===== src/design/ccrs_pkg.sv =====
// Purpose: Shared constants and carriers for the comparator and reference ladder control
// Assumes: 32-bit APB, byte addresses, one 8-bit register per aligned word
// Notes:   Field positions are bit indices inside each 8-bit register

package ccrs_pkg;

  // ----------------------------------------------------------------
  // Register map
  // ----------------------------------------------------------------
  localparam int         NUM_CMP       = 2;
  localparam logic [7:0] OFS_CTRL_A1   = 8'h00;
  localparam logic [7:0] OFS_CTRL_A2   = 8'h04;
  localparam logic [7:0] OFS_CTRL_B1   = 8'h08;
  localparam logic [7:0] OFS_CTRL_B2   = 8'h0C;
  localparam logic [7:0] OFS_SHARED    = 8'h10;
  localparam logic [7:0] OFS_LAD_CTRL  = 8'h14;
  localparam logic [7:0] OFS_LAD_LEVEL = 8'h18;
  localparam logic [7:0] OFS_IRQ_FLAG  = 8'h1C;
  localparam logic [7:0] OFS_IRQ_EN    = 8'h20;

  // ----------------------------------------------------------------
  // Field layouts and reset values
  // ----------------------------------------------------------------
  localparam int         CA_ON      = 7;
  localparam int         CA_RES     = 6;
  localparam int         CA_OE      = 5;
  localparam int         CA_POL     = 4;
  localparam int         CA_SP      = 2;
  localparam int         CA_HYS     = 1;
  localparam int         CA_SYNC    = 0;
  localparam logic [7:0] CA_WMASK   = 8'hB7;
  localparam logic [7:0] CA_RESET   = 8'h04;
  localparam int         CB_RISE    = 7;
  localparam int         CB_FALL    = 6;
  localparam int         CB_PCH     = 4;
  localparam int         CB_NCH     = 0;
  localparam logic [7:0] CB_WMASK   = 8'hF3;
  localparam logic [7:0] CB_RESET   = 8'h00;
  localparam int         LC_EN      = 7;
  localparam int         LC_LPS     = 6;
  localparam int         LC_OE      = 5;
  localparam int         LC_PSS     = 2;
  localparam int         LC_NSS     = 0;
  localparam logic [7:0] LC_WMASK   = 8'hED;
  localparam logic [7:0] LC_RESET   = 8'h00;
  localparam logic [7:0] LL_WMASK   = 8'h1F;
  localparam logic [7:0] LL_RESET   = 8'h00;
  localparam logic [4:0] LEVEL_MIN  = 5'h00;
  localparam logic [4:0] LEVEL_MAX  = 5'h1F;
  localparam logic [1:0] PSS_RSVD   = 2'h3;
  localparam int         SYNC_DEPTH = 3;

  // ----------------------------------------------------------------
  // Carriers
  // ----------------------------------------------------------------
  typedef struct packed {
    logic        psel;
    logic        penable;
    logic        pwrite;
    logic [7:0]  paddr;
    logic [31:0] pwdata;
  } ccrs_apb_req_t;

  typedef struct packed {
    logic [31:0] prdata;
    logic        pready;
    logic        pslverr;
  } ccrs_apb_rsp_t;

  // Routes are one-hot in select-code order
  typedef struct packed {
    logic       enable;
    logic       speed_normal;
    logic       hyst_en;
    logic [3:0] pos_route;
    logic [3:0] neg_route;
  } ccrs_cmp_analog_t;

  typedef struct packed {
    logic       enable;
    logic       low_power_pos;
    logic       pin_connect;
    logic [2:0] pos_route;
    logic       neg_is_vref;
    logic [4:0] level;
    logic       clamp_pos;
    logic       clamp_neg;
  } ccrs_ladder_t;

endpackage


===== src/design/ccrs_top.sv =====
// Purpose: Control logic of two comparators and the reference ladder, APB register side
// Assumes: CLOCK is the instruction clock; CMP_RAW and TMR_CLK_SRC are asynchronous
// Notes:   Pin and gate results are combinational from synchronised flops

`timescale 1ns/1ns

module ccrs_top
  import ccrs_pkg::*;
(
  input  wire logic             CLOCK,
  input  wire logic             RST_N,
  input  wire ccrs_apb_req_t    APB_REQ,
  output ccrs_apb_rsp_t         APB_RSP,
  input  wire logic [1:0]       CMP_RAW,
  input  wire logic             TMR_CLK_SRC,
  input  wire logic [1:0]       PIN_PIN_TRISTATE_CONTROL,
  output ccrs_cmp_analog_t [1:0] CMP_ANALOG,
  output logic [1:0]            CMP_PIN_OUT,
  output logic [1:0]            CMP_PIN_OE_N,
  output logic [1:0]            CMP_PORT_OVERRIDE,
  output logic [1:0]            CMP_TMR_GATE,
  output logic [1:0]            CMP_IRQ_FLAG,
  output logic [1:0]            CMP_IRQ_REQ,
  output ccrs_ladder_t          LADDER
);

  // ----------------------------------------------------------------
  // Helpers
  // ----------------------------------------------------------------
  function automatic logic [3:0] onehot4(input logic [1:0] sel, input logic en);
    onehot4 = en ? (4'h1 << sel) : 4'h0;
  endfunction

  function automatic logic is_mapped(input logic [7:0] a);
    is_mapped = (a == OFS_CTRL_A1) || (a == OFS_CTRL_A2) || (a == OFS_CTRL_B1) ||
                (a == OFS_CTRL_B2) || (a == OFS_SHARED) || (a == OFS_LAD_CTRL) ||
                (a == OFS_LAD_LEVEL) || (a == OFS_IRQ_FLAG) || (a == OFS_IRQ_EN);
  endfunction

  logic [7:0]            ctrl_a_r [2];
  logic [7:0]            ctrl_b_r [2];
  logic [7:0]            lad_ctrl_r;
  logic [7:0]            lad_level_r;
  logic [1:0]            irq_flag_r;
  logic [1:0]            irq_en_r;
  logic [SYNC_DEPTH-1:0] raw_sync_r [2];
  logic [SYNC_DEPTH-1:0] tclk_sync_r;
  logic [1:0]            raw_filt_r;
  logic                  tclk_filt_r;
  logic [1:0]            result_r;
  logic [1:0]            result_d_r;
  logic [1:0]            sync_r;
  logic [31:0]           prdata_r;
  logic                  pslverr_r;
  logic [1:0]            res_now;
  logic [1:0]            set_evt;
  logic                  tclk_fall;
  logic                  wr_acc;
  logic                  setup;
  logic [7:0]            rd_byte;
  logic [7:0]            wdat;
  logic [1:0]            flag_clr;

  assign wdat   = APB_REQ.pwdata[7:0];
  assign setup  = APB_REQ.psel && !APB_REQ.penable;
  assign wr_acc = APB_REQ.psel && APB_REQ.penable && APB_REQ.pwrite &&
                  is_mapped(APB_REQ.paddr);

  // ----------------------------------------------------------------
  // Input synchronisers
  // ----------------------------------------------------------------
  // Filtered value moves only when stages two and three agree
  always_ff @(posedge CLOCK or negedge RST_N) begin
    if (!RST_N) begin
      raw_sync_r[0] <= '0;
      raw_sync_r[1] <= '0;
      raw_filt_r    <= 2'h0;
    end else begin
      for (int i = 0; i < NUM_CMP; i++) begin
        raw_sync_r[i] <= {raw_sync_r[i][1:0], CMP_RAW[i]};
        if (raw_sync_r[i][2] == raw_sync_r[i][1]) begin
          raw_filt_r[i] <= raw_sync_r[i][1];
        end
      end
    end
  end

  always_ff @(posedge CLOCK or negedge RST_N) begin
    if (!RST_N) begin
      tclk_sync_r <= '0;
      tclk_filt_r <= 1'b0;
    end else begin
      tclk_sync_r <= {tclk_sync_r[1:0], TMR_CLK_SRC};
      if (tclk_sync_r[2] == tclk_sync_r[1]) begin
        tclk_filt_r <= tclk_sync_r[1];
      end
    end
  end

  assign tclk_fall = tclk_filt_r && (tclk_sync_r[2] == tclk_sync_r[1]) && !tclk_sync_r[1];

  // ----------------------------------------------------------------
  // Control registers
  // ----------------------------------------------------------------
  always_ff @(posedge CLOCK or negedge RST_N) begin
    if (!RST_N) begin
      ctrl_a_r[0] <= CA_RESET;
      ctrl_a_r[1] <= CA_RESET;
      ctrl_b_r[0] <= CB_RESET;
      ctrl_b_r[1] <= CB_RESET;
      irq_en_r    <= 2'h0;
    end else if (wr_acc) begin
      case (APB_REQ.paddr)
        OFS_CTRL_A1: ctrl_a_r[0] <= wdat & CA_WMASK;
        OFS_CTRL_A2: ctrl_a_r[1] <= wdat & CA_WMASK;
        OFS_CTRL_B1: ctrl_b_r[0] <= wdat & CB_WMASK;
        OFS_CTRL_B2: ctrl_b_r[1] <= wdat & CB_WMASK;
        OFS_IRQ_EN:  irq_en_r    <= wdat[1:0];
        default: ;
      endcase
    end
  end

  // Only RST_N clears the ladder; waking from sleep is not a reset here
  always_ff @(posedge CLOCK or negedge RST_N) begin
    if (!RST_N) begin
      lad_ctrl_r  <= LC_RESET;
      lad_level_r <= LL_RESET;
    end else if (wr_acc && APB_REQ.paddr == OFS_LAD_CTRL) begin
      lad_ctrl_r <= wdat & LC_WMASK;
    end else if (wr_acc && APB_REQ.paddr == OFS_LAD_LEVEL) begin
      lad_level_r <= wdat & LL_WMASK;
    end
  end

  // ----------------------------------------------------------------
  // Comparator result path
  // ----------------------------------------------------------------
  // A disabled comparator reads as low before polarity, so toggling the polarity bit is an edge
  always_comb begin
    for (int i = 0; i < NUM_CMP; i++) begin
      res_now[i] = (ctrl_a_r[i][CA_ON] & raw_filt_r[i]) ^ ctrl_a_r[i][CA_POL];
    end
  end

  always_ff @(posedge CLOCK or negedge RST_N) begin
    if (!RST_N) begin
      result_r   <= 2'h0;
      result_d_r <= 2'h0;
    end else begin
      result_r   <= res_now;
      result_d_r <= result_r;
    end
  end

  // Latching on the falling edge keeps the gate still while the timer counts on rise
  always_ff @(posedge CLOCK or negedge RST_N) begin
    if (!RST_N) begin
      sync_r <= 2'h0;
    end else if (tclk_fall) begin
      sync_r <= res_now;
    end
  end

  always_comb begin
    for (int i = 0; i < NUM_CMP; i++) begin
      CMP_PIN_OUT[i]       = ctrl_a_r[i][CA_SYNC] ? sync_r[i] : res_now[i];
      CMP_TMR_GATE[i]      = CMP_PIN_OUT[i];
      CMP_PORT_OVERRIDE[i] = ctrl_a_r[i][CA_OE];
      CMP_PIN_OE_N[i]      = !(ctrl_a_r[i][CA_OE] && !PIN_PIN_TRISTATE_CONTROL[i] && ctrl_a_r[i][CA_ON]);
      CMP_ANALOG[i].enable       = ctrl_a_r[i][CA_ON];
      CMP_ANALOG[i].speed_normal = ctrl_a_r[i][CA_SP];
      CMP_ANALOG[i].hyst_en      = ctrl_a_r[i][CA_HYS];
      CMP_ANALOG[i].pos_route    = onehot4(ctrl_b_r[i][CB_PCH+:2], ctrl_a_r[i][CA_ON]);
      CMP_ANALOG[i].neg_route    = onehot4(ctrl_b_r[i][CB_NCH+:2], ctrl_a_r[i][CA_ON]);
    end
  end

  // ----------------------------------------------------------------
  // Edge flags
  // ----------------------------------------------------------------
  always_comb begin
    for (int i = 0; i < NUM_CMP; i++) begin
      set_evt[i] = (result_r[i] & ~result_d_r[i] & ctrl_b_r[i][CB_RISE]) |
                   (~result_r[i] & result_d_r[i] & ctrl_b_r[i][CB_FALL]);
    end
  end

  assign flag_clr = (wr_acc && APB_REQ.paddr == OFS_IRQ_FLAG) ? wdat[1:0] : 2'h0;

  always_ff @(posedge CLOCK or negedge RST_N) begin
    if (!RST_N) begin
      irq_flag_r <= 2'h0;
    end else begin
      irq_flag_r <= (irq_flag_r & ~flag_clr) | set_evt;
    end
  end

  assign CMP_IRQ_FLAG = irq_flag_r;
  assign CMP_IRQ_REQ  = irq_flag_r & irq_en_r;

  // ----------------------------------------------------------------
  // Reference ladder outputs
  // ----------------------------------------------------------------
  logic [3:0] pss_hot;

  // Reserved positive code connects no source rather than guess one
  assign pss_hot = onehot4(lad_ctrl_r[LC_PSS+:2], lad_ctrl_r[LC_PSS+:2] != PSS_RSVD);

  assign LADDER.enable        = lad_ctrl_r[LC_EN];
  assign LADDER.low_power_pos = lad_ctrl_r[LC_LPS];
  assign LADDER.pin_connect   = lad_ctrl_r[LC_OE];
  assign LADDER.pos_route     = pss_hot[2:0];
  assign LADDER.neg_is_vref   = lad_ctrl_r[LC_NSS];
  assign LADDER.level         = lad_level_r[4:0];
  assign LADDER.clamp_pos     = !lad_ctrl_r[LC_EN] && lad_ctrl_r[LC_LPS] &&
                                lad_level_r[4:0] == LEVEL_MAX;
  assign LADDER.clamp_neg     = !lad_ctrl_r[LC_EN] && !lad_ctrl_r[LC_LPS] &&
                                lad_level_r[4:0] == LEVEL_MIN;

  // ----------------------------------------------------------------
  // APB read side
  // ----------------------------------------------------------------
  always_comb begin
    case (APB_REQ.paddr)
      OFS_CTRL_A1:   rd_byte = {ctrl_a_r[0][7], result_r[0], ctrl_a_r[0][5:0]};
      OFS_CTRL_A2:   rd_byte = {ctrl_a_r[1][7], result_r[1], ctrl_a_r[1][5:0]};
      OFS_CTRL_B1:   rd_byte = ctrl_b_r[0];
      OFS_CTRL_B2:   rd_byte = ctrl_b_r[1];
      OFS_SHARED:    rd_byte = {6'h00, result_r};
      OFS_LAD_CTRL:  rd_byte = lad_ctrl_r;
      OFS_LAD_LEVEL: rd_byte = lad_level_r;
      OFS_IRQ_FLAG:  rd_byte = {6'h00, irq_flag_r};
      OFS_IRQ_EN:    rd_byte = {6'h00, irq_en_r};
      default:       rd_byte = 8'h00;
    endcase
  end

  // Read data is captured in setup so the access phase answers from flops
  always_ff @(posedge CLOCK or negedge RST_N) begin
    if (!RST_N) begin
      prdata_r  <= 32'h0000_0000;
      pslverr_r <= 1'b0;
    end else if (setup) begin
      prdata_r  <= APB_REQ.pwrite ? 32'h0000_0000 : {24'h00_0000, rd_byte};
      pslverr_r <= !is_mapped(APB_REQ.paddr);
    end
  end

  assign APB_RSP.prdata  = prdata_r;
  assign APB_RSP.pready  = 1'b1;
  assign APB_RSP.pslverr = pslverr_r && APB_REQ.psel && APB_REQ.penable;
endmodule // ccrs_top


===== config.mk =====
export PLATFORM = sky130hd
export DESIGN_NAME = ccrs_top
export DESIGN_NICKNAME = d
export VERILOG_FILES = /design/src/design/ccrs_pkg.sv /design/src/design/ccrs_top.sv
export SDC_FILE = /design/constraint.sdc
export NUM_CORES = 1
export LEC_CHECK = 0
export BUFFER_PORTS_ARGS = -buffer_cell sky130_fd_sc_hd__buf_4
export CAP_MARGIN = 10
export CORE_UTILIZATION = 53
export DETAILED_ROUTE_END_ITERATION = 12
export MAX_ROUTING_LAYER = met4
export PLACE_DENSITY = 0.83
export SKIP_CTS_REPAIR_TIMING = 1
export SLEW_MARGIN = 40
export SYNTH_ARGS = -nofsm -noshare
export SYNTH_HDL_FRONTEND = slang
export SYNTH_SLANG_ARGS = --single-unit
export TNS_END_PERCENT = 5

===== constraint.sdc =====
create_clock -name CLOCK -period 3.1 [get_ports CLOCK]
set_clock_uncertainty 0.05 [all_clocks]
set_input_delay 0.155 -clock CLOCK [delete_from_list [all_inputs] [get_ports CLOCK]]
set_output_delay 0.155 -clock CLOCK [all_outputs]
set_load 0.05 [all_outputs]

; Word level (Yosys, flattened, before mapping)
; Index checks and enable logic that the tools add are counted.
[totals]
ff_bits = 90
latchBits = 0
mem_bits_rw = 0
rom_bits = 0
in_bits = 50
out_inout_bits = 82
word_cells = 114
mem_count = 0
[classes]
n_addsub = 0
n_mul = 0
n_div = 0
n_lt_le_gt_ge = 0
n_eq_ne = 13
shifts = 5
muxes = 10
bitwise = 23
n_reduce_logical = 44
[ops]
columns = cell, n
row1 = 8-bit one-hot mux with 9 select lines, 1
row2 = "8-bit by 5-bit equality test with 1-bit output, second input constant", 4
row3 = 1-bit logical AND, 19
row4 = "8-bit by 4-bit equality test with 1-bit output, second input constant", 2
row5 = 4-bit two-way mux, 4
row6 = "1-bit by 2-bit << shifter with 4-bit output, first input constant", 4
row7 = 2-bit AND reduction, 6
row8 = 1-bit AND, 10
row9 = 1-bit logical NOT, 9
row10 = "8-bit by 3-bit equality test with 1-bit output, second input constant", 1
row11 = "8-bit by 6-bit equality test with 1-bit output, second input constant", 1
row12 = 8-bit logical NOT, 1
row13 = 1-bit logical OR, 8
row14 = 8-bit two-way mux, 1
row15 = "5-bit equality test, second input constant", 1
row16 = 5-bit logical NOT, 1
row17 = 1-bit NOT, 5
row18 = 2-bit AND, 2
row19 = 1-bit equality test, 3
row20 = 3-bit two-way mux, 1
row21 = "1-bit by 2-bit << shifter with 3-bit output, first input constant", 1
row22 = 1-bit two-way mux, 2
row23 = 2-bit two-way mux, 1
row24 = "2-bit != test, second input constant", 1
row25 = 4 further kinds, 6

; Depth between registers and ports, before layout
; Gate-level depths: netlist of run 1.
[depth]
word_depth = 15
ltp_mapped = 7
mapped_depth_nobuf = 5

; Worst setup path before layout of run 1
; No wires, ideal clock.
[synth_path]
path_type = reg2out
start = register lad_level_r[2]
end = output port LADDER[0] (netlist name)
t_arrival_ns = 2.599
required_time_ns = 2.895
slack_ns = 0.296
stages_incl_launch_ff = 3
path_buffers = 0
path_cell_list = dfrtp_1 > or4_1 > nor4_1
[synth_rtl]
columns = element, line_no
row1 = from (decl), ccrs_top.sv:43  ; logic [7:0] lad_level_r;
row2 = from (signal assigned), ccrs_top.sv:132  ; lad_level_r <= wdat & LL_WMASK;
row3 = to (decl), ccrs_top.sv:24  ; output ccrs_ladder_t LADDER

==> results of run 1 <==
-- area by class of cell --
class,instances,area [um^2],share of cell area
Timing Repair Buffer,87,666.9,0.1601
Multi-Input combinational cell,208,1536,0.3689
Inverter,1,3.754,0.0009012
Clock buffer,14,172.7,0.04145
Sequential cell,66,1654,0.3971
Tap cell,77,96.34,0.02313
Clock inverter,2,35.03,0.008411
-- how the worst min path moves through the flow --
stage                            endpoint  cells after the start
6_report        lad_ctrl_r[3]$_DFFE_PN0P_                      2
3_5_place_dp      raw_sync_r[3]$_DFF_PN0_                      1
5_1_grt         lad_ctrl_r[3]$_DFFE_PN0P_                      2
4_1_cts           raw_sync_r[3]$_DFF_PN0_                      1
3_3_place_gp      raw_sync_r[3]$_DFF_PN0_                      1
2_1_floorplan  CMP_ANALOG[10]$_DFFE_PN0P_                      0
-- stage by stage --
| step | hold slack (ns) | setup WS, ns |
|---|---|---|
| 2_1_floorplan | -0.1906 | 0.2961 |
| 3_3_place_gp | 0.2148 | 1.006 |
| 3_5_place_dp | 0.2154 | 0.9830 |
| 4_1_cts | -0.1429 | 1.092 |
| 5_1_grt | 0.003977 | 1.042 |
| 6_report | -0.001822 | 1.100 |
-- layout by cell type, fill, tap and decap left out, drive strengths merged, types with 7 or more instances in the layout --
cell    count
mux2       43
o21ai      14
conb       25
clkbuf     14
nand2      27
buf        83
nor2       14
nand3       7
and3        7
dfrtp      64
-- flip-flops by register name, indices dropped and copies added, names as in the netlist, 2 cells and up --
signal             cells
prdata_r               8
CMP_PORT_OVERRIDE      2
tclk_sync_r            3
raw_filt_r             2
sync_r                 2
CMP_IRQ_FLAG           2
lad_ctrl_r             6
raw_sync_r             6
result_d_r             2
ctrl_a_r               4
irq_en_r               2
CMP_ANALOG             6
result_r               2
lad_level_r            5
ctrl_b_r              12
-- worst max-delay path, stage by stage (launching register included) --
cell and delay, ns:
dfrtp_1 0.43, or4_1 0.54, nor4_1 0.23, buf_4 0.26
-- layer usage --
layer / vias up / routed length, um / GRT usage
met5: - / 0 / -
li1: 1151 / - / -
met1: 1302 / 3321 / 0.3189
met3: 20 / 565 / 0.06154
met4: 0 / 176 / 0.1034
met2: 124 / 3704 / 0.3934
-- power by group through the flow --
stage                     clock network [mW]  logic, mW  registers, mW
after floorplan                            0      0.138          0.896
after global placement                     0      0.174          0.898
after detailed placement                   0      0.176          0.899
after CTS                              0.757      0.177          0.882
after global routing                   0.795      0.196          0.884
final                                  0.745      0.181          0.882
-- cell families after synthesis --
kind of cell               share of synthesized area
buffers and inverters                        0.09913
other                                       0.002179
xor gates and xnor gates                    0.005084
DFF                                           0.4800
and+or+nand+nor                               0.1667
AOI/OAI and AO/OA                            0.05701
muxes                                         0.1812
adders and majority gates                   0.008715
==> metrics.txt, run 1 <==
startpoint of the worst hold path=APB_REQ[3]; width of the die=82.63 um; status=complete, but fails checks; overall die area=6828 um^2; Rows=29; final-layout fill cell count=490; unrepaired setup endpoints after global routing=false; pin count of the biggest net entering global routing=67; maximum clock path buffer count=2; relative slew slack=0.5228; Worst R2R Setup Slack=1.42 ns; Worst Path Required=2.89 ns; global-route wire length before repair=12.19 mm; vias in the first global route=2461; Sw Share=0.2496; initial antenna violation count=0; power density over the cells=434.2 nW/um^2; clock slew at the register clock pins of the worst setup and hold paths=0.07 ns; worst setup path startpoint=lad_level_r[2]$_DFFE_PN0P_; drc violations=0; count of yosys warnings during synthesis=0; Hold Vio Cnt, Final=1; critical path endpoint=LADDER[0]; sequential-to-total area share from yosys stat=0.4800; clock network power share=0.412; Root Buffer Master=clkbuf_8; post-layout util=0.6597; Power, Total=1.808 mW; net switching power of the design=0.4513 mW; Synth area leaders=dfrtp_1, mux2_2, buf_4; count of mapped cells out of synthesis=302; total negative setup slack=0 ns; Most used DFF post-synth=dfrtp_1; worst skew pair latency=0.34 ns; Worst EP arrival=1.79 ns; nature of the critical path endpoint=primary output; wire length reported by the detailed router=7.767 mm; DRT Pass-1 Iters=6; combinational group share of total power=0.100; Yosys top cell by area=dfrtp_1; most frequent cells after synthesis=dfrtp_1, buf_4, mux2_2; Placement Cell Area=3914 um^2; total of endpoints with negative setup slack in the final report=0; classification of the worst-slack hold path=input port to flop; standard cell core area=6314 um^2; EDFF count, synth=0; slew of the pin with the lowest slew margin=0.7132 ns; final hold slack=-0.001822 ns; endpoint of the lowest-slack register-to-register path=prdata_r[0]$_DFFE_PN0P_; Critical R2R Launch=ctrl_b_r[0]$_DFFE_PN0P_; Yosys top cell area share=0.4648; clock period minus final worst setup slack=2.000 ns; maximum clock frequency=500.1 MHz; Detailed Place HPWL=5.405 mm; total global routing overflow=0; Static Leakage=2.115 nW; number of vias in the routed layout=2597; launching element type of the critical path=flop; max-capacitance violation count=0; netlist area before placement=3446 um^2; count of placed standard cells including taps=435; number of inserted diodes=0; # H-tree levels=3; number of cells on the worst reg-to-reg path=4; biggest fanout along the worst timing path=5; number of storage elements in the synthesis netlist=66; area of all placed cells without fillers=4165 um^2; Post-Syn Area per Cell=11.41 um^2; register share of total power=0.488; die outline height=82.63 um; TritonCTS clock tree=built; Final Wtd Congestion=0.8565; cell-internal power=1.357 mW; detail-routed via count per cell=5.708; post-synthesis to final-layout area growth=20.88%; portion of the clock cycle consumed by the worst path in the final layout=0.6450; share of async-settable or async-resettable flops after synthesis=1.000; number of clock sinks=66; Starting Density=0.5458; ports placed on the boundary=132; violations in the final reports=hold timing; Post-layout nets=423; count of port buffers added during placement=82; initial detailed-routing violation count=143; number of distinct library cells after synthesis=49; share of cells above drive strength 1=0.3995; total track usage=0.2531; detailed-route wire length per cell=17.07 um; number of nets still failing antenna checks after routing=0; most common cell in the netlist=dfrtp_1; number of pins exceeding their max-slew limit in the final report=0; Setup Crit Path Kind=flop to primary output; non-filler instance count after layout=455; Max rail drop VDD=0.0004001 V; total clock buffers created by CTS=9
Power figures use the tool's default switching activity.
==> inputs of run 2 (changes only) <==
--- a/config.mk
+++ b/config.mk
@@ -7,10 +7,10 @@
 export LEC_CHECK = 0
 export BUFFER_PORTS_ARGS = -buffer_cell sky130_fd_sc_hd__buf_4
 export CAP_MARGIN = 10
-export CORE_UTILIZATION = 53
+export CORE_UTILIZATION = 44
 export DETAILED_ROUTE_END_ITERATION = 12
 export MAX_ROUTING_LAYER = met4
-export PLACE_DENSITY = 0.83
+export PLACE_DENSITY = 0.73
 export SKIP_CTS_REPAIR_TIMING = 1
 export SLEW_MARGIN = 40
 export SYNTH_ARGS = -nofsm -noshare
==> constraint.sdc (replaced) <==
create_clock -name CLOCK -period 1.75 [get_ports CLOCK]
set_clock_uncertainty 0.05 [all_clocks]
set_input_delay 0.0875 -clock CLOCK [delete_from_list [all_inputs] [get_ports CLOCK]]
set_output_delay 0.0875 -clock CLOCK [all_outputs]
set_load 0.05 [all_outputs]
==> metrics.txt, run 2 (same netlist as run 1, synthesis figures left out) <==
maximum clock path buffer count=2; wire length reported by the detailed router=8.201 mm; total clock buffers created by CTS=9; post-route setup slack=-0.05464 ns; commonest non-fill, non-tap cell in the layout=buf_4; initial antenna violation count=0; clock network power share=0.388; detailed-route wire length per cell=15.92 um; share of cells above drive strength 1=0.4519; number of nets still failing antenna checks after routing=0; vias in the first global route=2616; TritonCTS clock tree=built; commonest non-fill, non-tap cells in the layout=buf_4, dfrtp_1, mux2_2, nand2_1, conb_1; status=complete, but fails checks; worst skew pair latency=0.34 ns; Root Buffer Master=clkbuf_8; Worst EP arrival=1.67 ns; Rows=31; initial detailed-routing violation count=164; clock period minus final worst setup slack=1.805 ns; register share of total power=0.498; number of clock sinks=66; count of port buffers added during placement=82; net switching power of the design=0.8158 mW; max-capacitance violation count=0; number of inserted diodes=0; sequential cell area=1654 um^2; ports placed on the boundary=132; power density over the cells=694.2 nW/um^2; maximum clock frequency=554.1 MHz; total global routing overflow=0; Top reg by flops=ctrl_b_r; Hold Vio Cnt, Final=0; Static Leakage=2.324 nW; biggest fanout along the worst timing path=2; # H-tree levels=3; Starting Density=0.4651; die outline height=90.50 um; total track usage=0.2177; total of endpoints with negative setup slack in the final report=1; number of flip-flops under the largest register name=12; Post-layout nets=461; unrepaired setup endpoints after global routing=true; largest registers=ctrl_b_r: 12 flops, prdata_r: 8 flops; launching element type of the critical path=flop; area used by multi-input combinational logic=1568 um^2; pin count of the biggest net entering global routing=67; DRT Pass-1 Iters=4; area of all placed cells without fillers=4526 um^2; nature of the critical path endpoint=primary output; classification of the worst-slack hold path=input port to flop; portion of the clock cycle consumed by the worst path in the final layout=1.031; Detailed Place HPWL=6.065 mm; drc violations=0; Worst Path Required=1.61 ns; clock slew at the register clock pins of the worst setup and hold paths=0.07 ns; number of vias in the routed layout=2615; slew of the pin with the lowest slew margin=0.5911 ns; relative slew slack=0.6059; overall die area=8189 um^2; Setup Crit Path Kind=flop to primary output; cell-internal power=2.326 mW; combinational group share of total power=0.115; global-route wire length before repair=13.43 mm; post-synthesis to final-layout area growth=31.34%; Final Wtd Congestion=0.8549; Placement Cell Area=4207 um^2; Sw Share=0.2597; violations in the final reports=setup timing; final hold slack=0.02076 ns; detail-routed via count per cell=5.078; standard cell core area=7408 um^2; number of pins exceeding their max-slew limit in the final report=0; width of the die=90.50 um; Max rail drop VDD=0.0006363 V; final-layout fill cell count=619
[run 2: final cells by class]
type | count | area share
tap | 99 | 0.02737
clock buffer | 14 | 0.04036
inverter | 1 | 0.0008294
clock inverter | 2 | 0.002212
multi-input combinational | 208 | 0.3464
timing repair buffer | 125 | 0.2173
sequential | 66 | 0.3655
[run 2: metal layers]
layer / vias to the layer above / track usage / part of all wire
li1: 1224 / - / -
met1: 1268 / 0.2777 / 0.45
met2: 110 / 0.3302 / 0.48
met3: 13 / 0.05808 / 0.058
met4: 0 / 0.08602 / 0.018
met5: - / - / 0
[run 2: worst max-delay path, stage by stage (launching register included)]
cell     delay (ns)
dfrtp_1        0.40
or4_4          0.55
nor4_4         0.17
buf_6          0.20
[run 2: worst paths after layout]
path	from	endpoint	slack, ns	cells past startpoint
max	lad_ctrl_r[7]$_DFFE_PN0P_	LADDER[0]	-0.05	3
min	APB_REQ[1]	CMP_ANALOG[19]$_DFFE_PN0P_	0.02	2
max reg2reg	ctrl_b_r[8]$_DFFE_PN0P_	prdata_r[0]$_DFFE_PN0P_	0.06	4
min reg2reg	raw_sync_r[0]$_DFF_PN0_	raw_sync_r[1]$_DFF_PN0_	0.31	0
max in group asynchronous	RST_N	irq_en_r[1]$_DFFE_PN0P_	0.98	2
min in group asynchronous	RST_N	raw_filt_r[1]$_DFFE_PN0N_	0.24	2
[run 2: metrics by stage]
stage / cells / utilization / worst slack (ns) / setup TNS [ns] / power, mW
4_1_cts: 504 / 0.5938 / -0.1343 / -0.1343 / 3.141
3_3_place_gp: 488 / 0.5678 / -0.1673 / -3.199 / 1.929
6_report: 515 / 0.6109 / -0.05464 / -0.05464 / 3.141
3_5_place_dp: 488 / 0.5678 / -0.1883 / -3.575 / 1.933
2_1_floorplan: 325 / - / -0.1585 / -0.6731 / 1.831
5_1_grt: 515 / 0.6109 / -0.08803 / -0.08810 / 3.259
[run 2: power groups by stage]
stage	Sequential (mW)	Clock [mW]	Combinational (mW)
after floorplan	1.59	0	0.244
after global placement	1.59	0	0.339
after detailed placement	1.59	0	0.342
after CTS	1.56	1.24	0.343
after global routing	1.57	1.31	0.384
final	1.56	1.22	0.361
==> inputs of run 3 (changes only) <==
--- a/config.mk
+++ b/config.mk
@@ -5,6 +5,7 @@
 export SDC_FILE = /design/constraint.sdc
 export NUM_CORES = 1
 export LEC_CHECK = 0
+export ABC_AREA = 1
 export BUFFER_PORTS_ARGS = -buffer_cell sky130_fd_sc_hd__buf_4
 export CAP_MARGIN = 10
 export CORE_UTILIZATION = 44
==> metrics.txt, run 3 <==
count of yosys warnings during synthesis=0; cell family contributing the most delay on the critical path=flip-flops; Yosys top cell by area=dfrtp_1; Top reg by flops=ctrl_b_r; biggest fanout along the worst timing path=4; cell type of the slowest stage on the worst timing path=dfrtp_2; commonest non-fill, non-tap cell in the layout=nand2_1; global-route wire length before repair=13.23 mm; # H-tree levels=3; endpoint of the lowest-slack register-to-register path=prdata_r[0]$_DFFE_PN0P_; Hold Vio Cnt, Final=0; count of placed standard cells including taps=593; most frequent cells after synthesis=nand2_1, dfrtp_1, inv_1; most common cell in the netlist=nand2_1; initial detailed-routing violation count=199; vias in the first global route=2688; Worst Path Required=1.61 ns; standard cell core area=7447 um^2; sequential-to-total area share from yosys stat=0.4773; ports placed on the boundary=132; pin count of the biggest net entering global routing=67; initial antenna violation count=0; number of clock sinks=66; Root Buffer Master=clkbuf_8; classification of the worst-slack hold path=input port to flop; number of pins exceeding their max-slew limit in the final report=0; largest registers=ctrl_b_r: 12 flops, prdata_r: 8 flops; Power, Total=3.249 mW; maximum clock frequency=600.2 MHz; Post-layout nets=565; worst skew pair latency=0.34 ns; critical path endpoint=CMP_TMR_GATE[0]; max-capacitance violation count=0; portion of the clock cycle consumed by the worst path in the final layout=0.9520; post-synthesis to final-layout area growth=25.88%; commonest non-fill, non-tap cells in the layout=nand2_1, buf_4, dfrtp_1, inv_1, o21ai_1; DRT Pass-1 Iters=4; cell-internal power=2.415 mW; number of inserted diodes=0; worst setup path startpoint=CMP_ANALOG[10]$_DFFE_PN0P_; unrepaired setup endpoints after global routing=false; number of flip-flops under the largest register name=12; status=finished, final reports clean; share of cells above drive strength 1=0.2692; count of port buffers added during placement=82; Yosys top cell area share=0.4621; net switching power of the design=0.8344 mW; Static Leakage=2.174 nW; largest stage delay on the critical path=0.42 ns; combinational group share of total power=0.092; register share of total power=0.479; clock network power share=0.430; number of storage elements in the synthesis netlist=66; Starting Density=0.4654; CP bufs+invs=2; total track usage=0.2128; number of distinct library cells after synthesis=30; number of nets still failing antenna checks after routing=0; TritonCTS clock tree=built; width of the die=90.75 um; Most used DFF post-synth=dfrtp_1; Synth area leaders=dfrtp_1, nand2_1, buf_4; total of endpoints with negative setup slack in the final report=0; die outline height=90.75 um; count of mapped cells out of synthesis=427; non-filler instance count after layout=619; number of cells on the worst reg-to-reg path=6; nature of the critical path endpoint=primary output; drc violations=0; final-layout fill cell count=666; Sw Share=0.2568; Cell Chain, Critical Path=nand2_1 -> xor2_2 -> inv_1 -> o21ai_2 -> buf_6; launching element type of the critical path=flop; wire length reported by the detailed router=8.220 mm; detail-routed via count per cell=4.784; number of vias in the routed layout=2961; EDFF count, synth=0; Post-Syn Area per Cell=8.117 um^2; clock period minus final worst setup slack=1.666 ns; detailed-route wire length per cell=13.28 um; total global routing overflow=0; Detailed Place HPWL=6.218 mm; share of async-settable or async-resettable flops after synthesis=1.000; Setup Crit Path Kind=flop to primary output; Critical R2R Launch=ctrl_a_r[8]$_DFFE_PN0P_; Worst R2R Setup Slack=0.57 ns; power density over the cells=744.8 nW/um^2; Worst EP arrival=1.53 ns; netlist area before placement=3466 um^2; number of cells on the critical path=5; overall die area=8236 um^2; clock slew at the register clock pins of the worst setup and hold paths=0.08 ns; relative slew slack=0.6094; Final Wtd Congestion=0.8740; maximum clock path buffer count=2; Rows=31; Max rail drop VDD=0.0006359 V; total clock buffers created by CTS=9; slew of the pin with the lowest slew margin=0.5859 ns
-- run 3: layer usage --
metal / global-route usage / up-vias / wire (um)
li1: - / 1471 / -
met1: 0.2680 / 1375 / 3595
met2: 0.3390 / 111 / 4094
met3: 0.05976 / 4 / 495
met4: 0.05108 / 0 / 35
met5: - / - / 0
-- run 3: how the worst min path moves through the flow --
stage                                      end  startpoint  slack, ns  cells past startpoint
floorplan           CMP_ANALOG[10]$_DFFE_PN0P_       RST_N      -0.26                      0
global placement       raw_sync_r[3]$_DFF_PN0_  CMP_RAW[0]       0.15                      1
finish               CMP_IRQ_FLAG[1]$_DFF_PN0_  APB_REQ[1]      0.003                      4
detailed placement     raw_sync_r[3]$_DFF_PN0_  CMP_RAW[0]       0.15                      1
global route         CMP_IRQ_FLAG[1]$_DFF_PN0_  APB_REQ[1]       0.02                      4
CTS                    raw_sync_r[3]$_DFF_PN0_  CMP_RAW[0]      -0.21                      1
-- run 3: stage by stage --
stage	instance area [um^2]	setup TNS [ns]	utilization	hold slack (ns)	setup WS, ns
finish	4363	0	0.5859	0.003121	0.08392
global route	4363	0	0.5859	0.01562	0.004635
CTS	4225	-0.0003997	0.5674	-0.2139	-0.0003997
detailed placement	4008	0	0.5381	0.1499	0.1343
global placement	4008	0	0.5381	0.1472	0.1785
floorplan	3568	-0.4021	-	-0.2581	-0.1741
-- run 3: cell type report --
type / instances / area [um^2] / share of cell area
inverters: 51 / 191.4 / 0.04388
clock inverters: 7 / 93.84 / 0.02151
multi-input cells: 289 / 1399 / 0.3206
well taps: 99 / 123.9 / 0.02839
flip-flops and latches: 66 / 1657 / 0.3797
clock buffers: 9 / 123.9 / 0.02839
repair buffers: 98 / 774.5 / 0.1775
-- run 3: kinds of logic after synthesis --
logic type | synth area share
buffers and inverters | 0.1549
xor gates and xnor gates | 0.005055
adders and majority gates | 0.005776
other | 0.002167
AOI/OAI and AO/OA | 0.09061
and+or+nand+nor | 0.2643
DFF | 0.4773
-- run 3: worst register-to-register path, delay by kind of cell, from the launching register on --
| family | cells | cell delay [ns] |
|---|---|---|
| compound gates | 1 | 0.09 |
| flops | 1 | 0.43 |
| simple gates | 5 | 0.50 |
-- run 3: power groups by stage --
stage          Sequential (mW)  Combinational, mW  Clock [mW]
3_3_place_gp              1.58              0.282           0
6_report                  1.56              0.298        1.40
4_1_cts                   1.55              0.286        1.41
3_5_place_dp              1.58              0.285           0
2_1_floorplan             1.58              0.227           0
5_1_grt                   1.56              0.322        1.49
